## src/rtl/pta_pkg.sv

```systemverilog
// Package for the pulse timing analyzer with its interrupt selector.
// Assumes one core clock and a sample memory with one cycle read latency.
`default_nettype none
package pta_pkg;

  localparam int SAMPLE_W = 16;
  localparam int ADDR_W = 18;
  localparam logic [ADDR_W:0] MEM_DEPTH = 19'h4_0000;
  localparam int VAL_W = 32;
  localparam int SUM_W = 48;
  localparam int CNT_W = 19;
  localparam logic [11:0] VAL_LIMIT = 12'h7D0;
  localparam logic [6:0] DUTY_SCALE = 7'h64;
  localparam logic [5:0] DIV_STEPS = 6'h30;
  // Sample rate used to turn periods into frequencies; not given anywhere
  localparam logic [VAL_W-1:0] SAMPLE_RATE_HZ = 32'h0098_9680;
  localparam logic [7:0] DELIM_RESET = 8'h3B;

  // Status byte: active low except the service request bit
  localparam int STB_MEAS = 0;
  localparam int STB_TRIG = 1;
  localparam int STB_ARM = 2;
  localparam int STB_ANA = 3;
  localparam int STB_SRQ = 6;
  localparam int STB_REC = 7;
  localparam logic [7:0] STB_RESET = 8'hBF;

  typedef enum logic [2:0] {
    PTA_SEL_HIGH, PTA_SEL_LOW, PTA_SEL_PERIOD, PTA_SEL_FREQ, PTA_SEL_DUTY
  } pta_sel_t;

  typedef enum logic [2:0] {
    PTA_IRQ_ARMED, PTA_IRQ_ANALYSIS, PTA_IRQ_DISABLE, PTA_IRQ_MEAS,
    PTA_IRQ_RECORD, PTA_IRQ_TRIG
  } pta_irq_cond_t;

  typedef struct packed {
    pta_sel_t sel;
    logic per_value;
    logic record_form;
    logic [15:0] record_num;
    logic count_given;
    logic [CNT_W-1:0] count;
    logic start_given;
    logic signed [ADDR_W:0] start;
  } pta_cmd_t;

  typedef struct packed {
    logic [VAL_W-1:0] max;
    logic [VAL_W-1:0] min;
    logic [VAL_W-1:0] avg;
    logic [CNT_W-1:0] count;
  } pta_result_t;

endpackage
`default_nettype wire

```

## src/rtl/pta_analyzer.sv

```systemverilog
// Pulse timing analysis over stored samples, plus interrupt selection.
// Assumes the sample memory returns data one cycle after the address and
// that all command and event inputs are synchronous one-cycle pulses.
`default_nettype none

// Function
// - High means sample above absolute zero
// - Selector G: max, min, mean high time
// - Selector L: max, min, mean low time
// - Selector P: max, min, mean period
// - Selector F: max, min, mean frequency
// - Selector D: duty is high*100/period
// - Count 1 to depth, default full span
// - Per-value stream, 2000 values, delimited
// - Start within depth, default oldest sample (record base in record form)
// - Selector picks exactly one interrupt condition
// - Selection without letter means measurement complete
// - Trigger command enables, analysis needs none
// - Request held until acknowledge or reset
// - Armed fires on command, and also needs external arm when that is programmed
// - Analysis condition fires on each analysis end
// - Measurement condition fires after sampling ends
// - Record and trigger conditions fire each time
// - Status byte active low except bit 6
module pta_analyzer (
  // Clock and reset
  input wire logic i_core_clk,
  input wire logic i_reset,
  // Analysis command
  input wire logic i_cmd_start,
  input wire pta_pkg::pta_cmd_t i_cmd,
  input wire logic [7:0] i_delimiter,
  input wire logic i_delimiter_wr,
  // Acquisition memory context
  input wire logic [pta_pkg::ADDR_W-1:0] i_oldest_addr,
  input wire logic [pta_pkg::ADDR_W-1:0] i_record_size,
  output logic [pta_pkg::ADDR_W-1:0] o_mem_addr,
  output logic o_mem_rd,
  input wire logic signed [pta_pkg::SAMPLE_W-1:0] i_mem_data,
  // Results
  output logic o_busy,
  output logic o_done,
  output pta_pkg::pta_result_t o_result,
  output logic o_val_valid,
  output logic [pta_pkg::VAL_W-1:0] o_val_data,
  output logic [7:0] o_val_delim,
  // Interrupt selection and acquisition events
  input wire logic i_irq_sel_wr,
  input wire logic i_irq_sel_given,
  input wire pta_pkg::pta_irq_cond_t i_irq_sel,
  input wire logic i_trigger_cmd,
  input wire logic i_ext_arm_prog,
  input wire logic i_ext_arm,
  input wire logic i_ev_triggered,
  input wire logic i_ev_meas_done,
  input wire logic i_ev_record_done,
  input wire logic i_irq_ack,
  output logic o_irq_req,
  output logic [7:0] o_status
);
  import pta_pkg::*;

  typedef enum logic [2:0] {
    S_IDLE, S_FETCH, S_SAMPLE, S_DIVIDE, S_UPDATE, S_MEAN, S_FINISH
  } pta_state_t;

  pta_state_t state_reg;
  pta_cmd_t cmd_reg;
  logic [ADDR_W-1:0] addr_reg;
  logic [CNT_W-1:0] left_reg;
  logic first_reg, level_reg, edge_seen_reg, have_high_reg;
  logic [VAL_W-1:0] run_reg, high_last_reg, val_reg;
  logic [VAL_W-1:0] max_reg, min_reg;
  logic [SUM_W-1:0] sum_reg;
  logic [CNT_W-1:0] n_reg;
  logic [11:0] sent_reg;
  logic [SUM_W-1:0] quot_reg;
  logic [VAL_W:0] rem_reg;
  logic [VAL_W-1:0] dvs_reg;
  logic [5:0] step_reg;
  logic div_mean_reg;
  logic ana_done_ev;

  // Sample classification against zero, never the waveform midpoint
  function automatic logic is_high(input logic signed [SAMPLE_W-1:0] s);
    is_high = (s > $signed({SAMPLE_W{1'b0}}));
  endfunction

  function automatic logic [CNT_W-1:0] clamp_count(
      input logic given, input logic [CNT_W-1:0] c, input logic [CNT_W-1:0] dflt);
    if (!given || c == '0 || c > CNT_W'(MEM_DEPTH)) begin
      clamp_count = dflt;
    end else begin
      clamp_count = c;
    end
  endfunction

  logic [ADDR_W-1:0] rec_base;
  logic [ADDR_W-1:0] first_addr;
  logic [CNT_W-1:0] first_count;
  logic [2*ADDR_W-1:0] rec_prod;
  logic sample_high;
  logic [VAL_W-1:0] period_sum;
  logic [VAL_W:0] rem_shift;

  always_comb begin
    rec_prod = ADDR_W'(i_cmd.record_num) * i_record_size;
    rec_base = rec_prod[ADDR_W-1:0];
    if (i_cmd.record_form) begin
      first_addr = rec_base +
        (i_cmd.start_given ? i_cmd.start[ADDR_W-1:0] : '0);
      first_count = clamp_count(i_cmd.count_given, i_cmd.count,
        {1'b0, i_record_size});
    end else begin
      // Negative offsets wrap around the circular memory
      first_addr = i_cmd.start_given ? i_cmd.start[ADDR_W-1:0]
                                     : i_oldest_addr;
      first_count = clamp_count(i_cmd.count_given, i_cmd.count,
        CNT_W'(MEM_DEPTH));
    end
    sample_high = is_high(i_mem_data);
    period_sum = high_last_reg + run_reg;
    rem_shift = {rem_reg[VAL_W-1:0], quot_reg[SUM_W-1]};
  end

  // Sequencer and interval measurement
  always_ff @(posedge i_core_clk or posedge i_reset) begin
    if (i_reset) begin
      state_reg <= S_IDLE;
      cmd_reg <= '0;
      addr_reg <= '0;
      left_reg <= '0;
      first_reg <= 1'b0;
      level_reg <= 1'b0;
      edge_seen_reg <= 1'b0;
      have_high_reg <= 1'b0;
      run_reg <= '0;
      high_last_reg <= '0;
      val_reg <= '0;
      quot_reg <= '0;
      rem_reg <= '0;
      dvs_reg <= '0;
      step_reg <= '0;
      div_mean_reg <= 1'b0;
    end else begin
      unique case (state_reg)
        S_IDLE: begin
          if (i_cmd_start) begin
            cmd_reg <= i_cmd;
            addr_reg <= first_addr;
            left_reg <= first_count;
            first_reg <= 1'b1;
            edge_seen_reg <= 1'b0;
            have_high_reg <= 1'b0;
            state_reg <= S_FETCH;
          end
        end
        S_FETCH: state_reg <= S_SAMPLE;
        S_SAMPLE: begin
          addr_reg <= addr_reg + 1'b1;
          left_reg <= left_reg - 1'b1;
          first_reg <= 1'b0;
          level_reg <= sample_high;
          state_reg <= (left_reg == CNT_W'(1)) ? S_MEAN : S_FETCH;
          if (first_reg || sample_high == level_reg) begin
            run_reg <= first_reg ? VAL_W'(1) : run_reg + 1'b1;
          end else begin
            run_reg <= VAL_W'(1);
            edge_seen_reg <= 1'b1;
            if (level_reg && edge_seen_reg) begin
              high_last_reg <= run_reg;
              have_high_reg <= 1'b1;
              if (cmd_reg.sel == PTA_SEL_HIGH) begin
                val_reg <= run_reg;
                state_reg <= S_UPDATE;
              end
            end else if (!level_reg && edge_seen_reg) begin
              if (cmd_reg.sel == PTA_SEL_LOW) begin
                val_reg <= run_reg;
                state_reg <= S_UPDATE;
              end else if (have_high_reg) begin
                unique case (cmd_reg.sel)
                  PTA_SEL_PERIOD: begin
                    val_reg <= period_sum;
                    state_reg <= S_UPDATE;
                  end
                  PTA_SEL_FREQ: begin
                    quot_reg <= SUM_W'(SAMPLE_RATE_HZ);
                    dvs_reg <= period_sum;
                    rem_reg <= '0;
                    step_reg <= '0;
                    div_mean_reg <= 1'b0;
                    state_reg <= S_DIVIDE;
                  end
                  PTA_SEL_DUTY: begin
                    quot_reg <= SUM_W'(high_last_reg * DUTY_SCALE);
                    dvs_reg <= period_sum;
                    rem_reg <= '0;
                    step_reg <= '0;
                    div_mean_reg <= 1'b0;
                    state_reg <= S_DIVIDE;
                  end
                  default: ;
                endcase
              end
            end
          end
        end
        S_DIVIDE: begin
          // Restoring division, one quotient bit per cycle to save area
          if (rem_shift >= {1'b0, dvs_reg}) begin
            rem_reg <= rem_shift - {1'b0, dvs_reg};
            quot_reg <= {quot_reg[SUM_W-2:0], 1'b1};
          end else begin
            rem_reg <= rem_shift;
            quot_reg <= {quot_reg[SUM_W-2:0], 1'b0};
          end
          step_reg <= step_reg + 1'b1;
          if (step_reg == DIV_STEPS - 1'b1) begin
            state_reg <= div_mean_reg ? S_FINISH : S_UPDATE;
          end
        end
        S_UPDATE: begin
          state_reg <= (left_reg == '0) ? S_MEAN : S_FETCH;
        end
        S_MEAN: begin
          if (n_reg == '0) begin
            quot_reg <= '0;
            state_reg <= S_FINISH;
          end else begin
            quot_reg <= sum_reg;
            dvs_reg <= VAL_W'(n_reg);
            rem_reg <= '0;
            step_reg <= '0;
            div_mean_reg <= 1'b1;
            state_reg <= S_DIVIDE;
          end
        end
        S_FINISH: state_reg <= S_IDLE;
      endcase
    end
  end

  // Per-cycle value, taken from the divider when one was needed
  logic [VAL_W-1:0] upd_val;
  always_comb begin
    upd_val = (cmd_reg.sel == PTA_SEL_FREQ || cmd_reg.sel == PTA_SEL_DUTY)
              ? quot_reg[VAL_W-1:0] : val_reg;
  end

  // Statistics and per-value stream
  always_ff @(posedge i_core_clk or posedge i_reset) begin
    if (i_reset) begin
      max_reg <= '0;
      min_reg <= '1;
      sum_reg <= '0;
      n_reg <= '0;
      sent_reg <= '0;
      o_val_valid <= 1'b0;
      o_val_data <= '0;
      o_val_delim <= DELIM_RESET;
    end else begin
      o_val_valid <= 1'b0;
      if (i_delimiter_wr) begin
        o_val_delim <= i_delimiter;
      end
      if (state_reg == S_IDLE && i_cmd_start) begin
        max_reg <= '0;
        min_reg <= '1;
        sum_reg <= '0;
        n_reg <= '0;
        sent_reg <= '0;
      end else if (state_reg == S_UPDATE) begin
        if (upd_val > max_reg) begin
          max_reg <= upd_val;
        end
        if (upd_val < min_reg) begin
          min_reg <= upd_val;
        end
        sum_reg <= sum_reg + SUM_W'(upd_val);
        n_reg <= n_reg + 1'b1;
        // Later values are still counted but no longer streamed
        if (cmd_reg.per_value && sent_reg < VAL_LIMIT) begin
          o_val_valid <= 1'b1;
          o_val_data <= upd_val;
          sent_reg <= sent_reg + 1'b1;
        end
      end
    end
  end

  // Published results
  always_ff @(posedge i_core_clk or posedge i_reset) begin
    if (i_reset) begin
      o_result <= '0;
      o_done <= 1'b0;
      o_busy <= 1'b0;
      o_mem_addr <= '0;
      o_mem_rd <= 1'b0;
      ana_done_ev <= 1'b0;
    end else begin
      o_done <= (state_reg == S_FINISH);
      ana_done_ev <= (state_reg == S_FINISH);
      o_busy <= (state_reg != S_IDLE) && (state_reg != S_FINISH);
      o_mem_rd <= 1'b0;
      if ((state_reg == S_IDLE && i_cmd_start) ||
          ((state_reg == S_SAMPLE || state_reg == S_UPDATE) &&
           left_reg != '0)) begin
        o_mem_rd <= 1'b1;
      end
      o_mem_addr <= (state_reg == S_IDLE) ? first_addr
                  : (state_reg == S_SAMPLE) ? addr_reg + 1'b1 : addr_reg;
      if (state_reg == S_FINISH) begin
        o_result.max <= max_reg;
        o_result.min <= (n_reg == '0) ? '0 : min_reg;
        o_result.avg <= quot_reg[VAL_W-1:0];
        o_result.count <= n_reg;
      end
    end
  end

  // Interrupt condition selection and arming
  pta_irq_cond_t cond_reg;
  logic enabled_reg, cmd_armed_reg, armed_reg;
  logic fl_meas_reg, fl_trig_reg, fl_arm_reg, fl_ana_reg, fl_rec_reg;
  logic armed_now, armed_ev, cond_hit;

  always_comb begin
    armed_now = cmd_armed_reg && (!i_ext_arm_prog || i_ext_arm);
    armed_ev = armed_now && !armed_reg;
    unique case (cond_reg)
      PTA_IRQ_ARMED: cond_hit = enabled_reg && armed_ev;
      PTA_IRQ_ANALYSIS: cond_hit = ana_done_ev;
      PTA_IRQ_MEAS: cond_hit = enabled_reg && i_ev_meas_done;
      PTA_IRQ_RECORD: cond_hit = enabled_reg && i_ev_record_done;
      PTA_IRQ_TRIG: cond_hit = enabled_reg && i_ev_triggered;
      default: cond_hit = 1'b0;
    endcase
  end

  always_ff @(posedge i_core_clk or posedge i_reset) begin
    if (i_reset) begin
      cond_reg <= PTA_IRQ_DISABLE;
      enabled_reg <= 1'b0;
      cmd_armed_reg <= 1'b0;
      armed_reg <= 1'b0;
    end else begin
      armed_reg <= armed_now;
      if (i_irq_sel_wr) begin
        // One condition at a time; a new selection other than analysis waits for a trigger
        cond_reg <= i_irq_sel_given ? i_irq_sel : PTA_IRQ_MEAS;
        enabled_reg <= 1'b0;
      end else if (i_trigger_cmd) begin
        enabled_reg <= 1'b1;
      end
      if (i_trigger_cmd) begin
        cmd_armed_reg <= 1'b1;
      end else if (i_ev_meas_done) begin
        cmd_armed_reg <= 1'b0;
      end
    end
  end

  // Request and sticky status; a new event wins over acknowledge
  always_ff @(posedge i_core_clk or posedge i_reset) begin
    if (i_reset) begin
      o_irq_req <= 1'b0;
      fl_meas_reg <= 1'b0;
      fl_trig_reg <= 1'b0;
      fl_arm_reg <= 1'b0;
      fl_ana_reg <= 1'b0;
      fl_rec_reg <= 1'b0;
    end else begin
      if (cond_hit) begin
        o_irq_req <= 1'b1;
      end else if (i_irq_ack) begin
        o_irq_req <= 1'b0;
      end
      fl_meas_reg <= i_ev_meas_done || (fl_meas_reg && !i_trigger_cmd);
      fl_trig_reg <= i_ev_triggered || (fl_trig_reg && !i_trigger_cmd);
      fl_arm_reg <= armed_ev || (fl_arm_reg && !i_trigger_cmd);
      fl_rec_reg <= i_ev_record_done || (fl_rec_reg && !i_trigger_cmd);
      fl_ana_reg <= ana_done_ev ||
        (fl_ana_reg && !(state_reg == S_IDLE && i_cmd_start));
    end
  end

  always_ff @(posedge i_core_clk or posedge i_reset) begin
    if (i_reset) begin
      o_status <= STB_RESET;
    end else begin
      o_status[STB_MEAS] <= !fl_meas_reg;
      o_status[STB_TRIG] <= !fl_trig_reg;
      o_status[STB_ARM] <= !fl_arm_reg;
      o_status[STB_ANA] <= !fl_ana_reg;
      o_status[5:4] <= 2'b11;
      o_status[STB_SRQ] <= o_irq_req;
      o_status[STB_REC] <= !fl_rec_reg;
    end
  end

endmodule
`default_nettype wire

```

## config.mk

```make
export PLATFORM = sky130hd
export DESIGN_NAME = pta_analyzer
export DESIGN_NICKNAME = d
export VERILOG_FILES = /design/src/rtl/pta_pkg.sv /design/src/rtl/pta_analyzer.sv
export SDC_FILE = /design/constraint.sdc
export NUM_CORES = 2
export LEC_CHECK = 0
export ABC_AREA = 1
export ABC_CLOCK_PERIOD_IN_PS = 22200
export BUFFER_PORTS_ARGS = -buffer_cell sky130_fd_sc_hd__buf_2
export CORE_MARGIN = 1.5
export CORE_UTILIZATION = 55
export DETAILED_ROUTE_END_ITERATION = 8
export PLACE_DENSITY_LB_ADDON = 0.15
export SLEW_MARGIN = 30
export SYNTH_ARGS = -nofsm -noshare
export SYNTH_HDL_FRONTEND = slang
export SYNTH_SLANG_ARGS = --single-unit
```

## constraint.sdc

```tcl
create_clock -name i_core_clk -period 22.2 [get_ports i_core_clk]
set_input_delay 0 -clock i_core_clk [delete_from_list [all_inputs] [get_ports i_core_clk]]
set_output_delay 0 -clock i_core_clk [all_outputs]
set_load 0.01 [all_outputs]
```

Word level (Yosys, flattened, before mapping)
Index checks and enable logic that the tools add are counted.
W data, S select, Z words.
- bits in registers: 601
- bits of input ports: 137
- output and inout port bits: 186
- $add $sub $neg: 10
- multiply operators: 2
- $lt $le $gt $ge: 6
- equality and inequality tests: 30
- muxes and demuxes: 111
- bitwise logic cells: 2
- reductions and logical operators: 76
- operators with widths (cell ; number):
    $mux W32 ; 31
    $mux W48 ; 8
    $pmux W48 S3 ; 1
    $mux W19 ; 6
    $mux W18 ; 6
    $pmux W32 S3 ; 1
    $pmux W48 S2 ; 1
    $pmux W32 S2 ; 1
    $logic_not A19 Y1 ; 3
    $add A48 B32 Y48 ; 1
    $mux W6 ; 7
    $pmux W19 S2 ; 1
    $mul A32 B5 Y37 const B ; 1
    $mux W12 ; 3
    $mux W3 ; 12
    $pmux W18 S2 ; 1
    $ge A33 B32 Y1 ; 1
    $add A32 B1 Y32 const B ; 1
    $add A32 B32 Y32 ; 1
    $gt A32 B32 Y1 ; 1
    $lt A32 B32 Y1 ; 1
    $sub A32 B32 Y32 ; 1
    $mux W1 ; 23
    $pmux W3 S7 ; 1
    other kinds (39) ; 123

Depth between registers and ports, before layout
- depth in word-level cells: 9
- depth in mapped cells: 32

Worst setup path after synthesis
No wires, ideal clock.
- path kind: input -> register
- start point: input port i_record_size[0] (netlist bit)
- end point: register addr_reg[17]
- arrival: 4.962 ns
- setup slack: 17.117 ns
- stages: 23
- buffers on the path: 2
- cell sequence: clkbuf_1 > clkbuf_1 > nand2_1 > fa_1 > fa_1 > inv_1 > fa_1 > fa_1 > fa_1 > inv_1 > fa_1 > inv_1 > ha_1 > nand2_1 > a21oi_1 > a211oi_1 > nand2_1 > nor2_1 > inv_1 > nand3_1 > nand3_1 > nand3_1 > a21oi_1
- longest elaborated chain between the ends: 5
- RTL lines (item ; line ; source):
    start, declared ; pta_analyzer.sv:36 ; input wire logic [pta_pkg::ADDR_W-1:0] i_record_size,
    $mul A16 B18 Y18 ; pta_analyzer.sv:107 ; rec_prod = ADDR_W'(i_cmd.record_num) * i_record_size;
    $add A18 B18 Y18 ; pta_analyzer.sv:110 ; first_addr = rec_base +
    $mux W18 ; pta_analyzer.sv:109 ; if (i_cmd.record_form) begin
    $mux W18 ; pta_analyzer.sv:148 ; if (i_cmd_start) begin
    $pmux W18 S2 ; pta_analyzer.sv:146 ; unique case (state_reg)
    end signal, assigned ; pta_analyzer.sv:150 ; addr_reg <= first_addr;
    end signal, assigned ; pta_analyzer.sv:160 ; addr_reg <= addr_reg + 1'b1;
    end, declared ; pta_analyzer.sv:69 ; logic [ADDR_W-1:0] addr_reg;
No other way between the ends. The select of a mux whose other input is x is not followed.
A chain may end at the register's enable or synchronous reset.

Worst setup path in the final report
- start point: input port i_record_size[2] (netlist bit)
- end point: register addr_reg[9]
Same word-level chain as after synthesis.

==> results.txt <==
Status - finished, final reports clean
RSZ-0062 raised after global routing - false
Die area - 82000 µm²
Reg2Reg Setup Slack - 17.59 ns
Area fraction of the dominant cell type after synthesis - 31.6%
Post-CTS setup buffer count - 0
Final nets - 6800
DR iter-0 viols - 4163
Placeable Area - 79300 µm²
Share of layout cells above drive strength 1 - 9.63%
Startpoint class of the critical path - input pin
Ys async rst share - 100%
Endpoints failing setup - 0
Clk sinks - 601
Req. time, crit path - 22.73 ns
Global route total overflow - 0
Largest net degree at the start of global routing - 138
First-pass GRT wire length - 220000 µm
Via density - 5.71
Hold buffers post-CTS - 100
Final Hold Fails - 0
Wire length per cell - 19.2 µm
Synth warnings - 0
CTS clk-pin slew, worst paths - 0.06 ns
Setup TNS - 0 ns
Die height - 286 µm
Yosys reg bits - 601
Crit path capture type - flip-flop
Cell with the most instances after synthesis - nand2_1
Post-route ant nets - 0
DRC errors left - 0
Inserted Clock Buffers - 70
Std cell rows - 103
Post-DP HPWL - 106000 µm
Initial Utilization - 55.7%
Via count - 41700
GPL Wtd Cong - 0.974
CTS tree - yes
Most frequent cells after synthesis - nand2_1 (1380), inv_1 (998), dfrtp_1 (558)
Worst Tran Pin Value - 1.04 ns
Critical Path AT - 5.62 ns
Final period util - 22.9%
Port Buffers - 319
Worst relative slew slack - 30.6%
Max reg flops - 115
Initial antenna violation count - 11
Number of max-cap violations - 0
Peak Freq - 196 MHz
First-pass DRT Iterations - 6
Clock buffer depth - 3
Ys flop type - dfrtp_1
# IOs - 323
Top cells by area, synth - dfrtp_1 (32%), nand2_1 (12%), ha_1 (9.1%)
Final Max Slew Viols - 0
Worst-path fanout max - 17
Number of global-route vias before repair - 39200
Root buffer cell - clkbuf_16
Yosys top cell by area - dfrtp_1
GRT Resource Usage Total - 34.1%
Sequential share of the synthesized area - 34.2%
Detailed Route WL - 140000 µm
Post-synth EDFFs - 0
Clk_skew - 0.0393 ns
Type of the worst setup path - input pin to flip-flop
H-Tree Depth - 3
Worst min-delay path class - input pin to flip-flop
Synth unique cells - 68
Syn_area_per_cell - 7.53 µm²
Post_cts resized - 0
Syn Std Cell Area - 44200 µm²
Cells after synthesis - 5869
Min Tclk post-route - 5.09 ns
Area Overhead vs Synth - 13.2%
Clk_lat worst skew - 0.63 ns
Die width - 286 µm
==> critical path, cell delays in order <==
cell and delay [ns]:
buf_2 0.42, nand2_1 0.09, inv_1 0.10, fa_1 0.46, fa_1 0.50, ha_1 0.23, fa_1 0.53, inv_1 0.05
fa_1 0.47, fa_1 0.55, inv_1 0.04, ha_1 0.34, a21oi_1 0.23, o21ai_0 0.12, a21oi_1 0.28, xnor2_1 0.16
nor2_1 0.06, a31oi_1 0.16, dlygate4sd3_1 0.60, nand2_1 0.05, a31oi_1 0.15
==> cell families after synthesis <==
kind of cell    after synthesis  share of synthesized area (%)
simple gates               2219                           21.0
mux                           8                          0.204
other cells                   1                        0.00849
fa+ha+maj                   474                           16.0
compound gates             1241                           16.0
buf+inv                    1228                           10.7
flops                       601                           34.2
xor+xnor                     97                           1.92
==> cell type report <==
type	count	area [µm²]
antenna	8	20.0
inverter	1021	3850
multi-input combinational	4041	24400
clock buffer	97	1980
clock inverter	29	417
timing repair buffer	454	2890
fill	7183	29300
tap	1050	1310
sequential	601	15100
==> through the flow <==
step | std cells | setup slack, ns | instance area, µm² | utilization (%) | hold slack, ns
final | 7301 | 17.11 | 50000 | 63.1 | 0.0350
after global routing | 7296 | 16.81 | 50000 | 63.1 | 0.0495
after CTS | 7293 | 17.19 | 50000 | 63.0 | 0.00578
after global placement | 7066 | 16.83 | 46500 | 58.7 | 0.180
after floorplan | 5870 | 5.45 | 44200 | - | 0.0664
after detailed placement | 7067 | 16.78 | 46500 | 58.7 | 0.183
==> placed cells by master, fill, tap and decap left out, drive strengths merged, types with 10 or more instances in the layout <==
cell	instances
nand2	1390
inv	1021
o21ai	580
dfrtp	558
buf	354
nor2	346
ha	320
a21oi	303
nand3	290
fa	154
dlygate4sd3	100
clkbuf	97
o22ai	69
xor2	65
nor3	64
nand4	53
o211ai	50
o31ai	43
dfstp	43
o21a	39
xnor2	32
a31oi	31
nor4	31
a22oi	23
o21bai	21
nand3b	21
o221ai	20
a21o	19
clkinv	18
or2	13
a211oi	10
==> per-layer routing <==
| metal | track usage [%] | vias to the layer above | routed length [µm] |
|---|---|---|---|
| met5 | 0 | - | 49 |
| met4 | 12.2 | 8 | 4870 |
| met3 | 4.36 | 300 | 11200 |
| met2 | 53.8 | 1767 | 63000 |
| met1 | 48.2 | 19900 | 60900 |
| li1 | - | 19700 | - |
==> worst paths after layout <==
| kind | start | to | cells past startpoint |
|---|---|---|---|
| max | i_record_size[2] | addr_reg[9] | 21 |
| min | i_cmd[14] | o_mem_addr[14] | 5 |
| max reg2reg | cmd_reg[59] | min_reg[27] | 16 |
| min reg2reg | fl_ana_reg | o_status[3] | 1 |
| max in group asynchronous | i_reset | quot_reg[30] | 6 |
| min in group asynchronous | i_reset | sent_reg[6] | 3 |
Power is left out: the tool's default activity adds up to more than one toggle a clock period on the data nets, which glitch-free logic cannot reach.
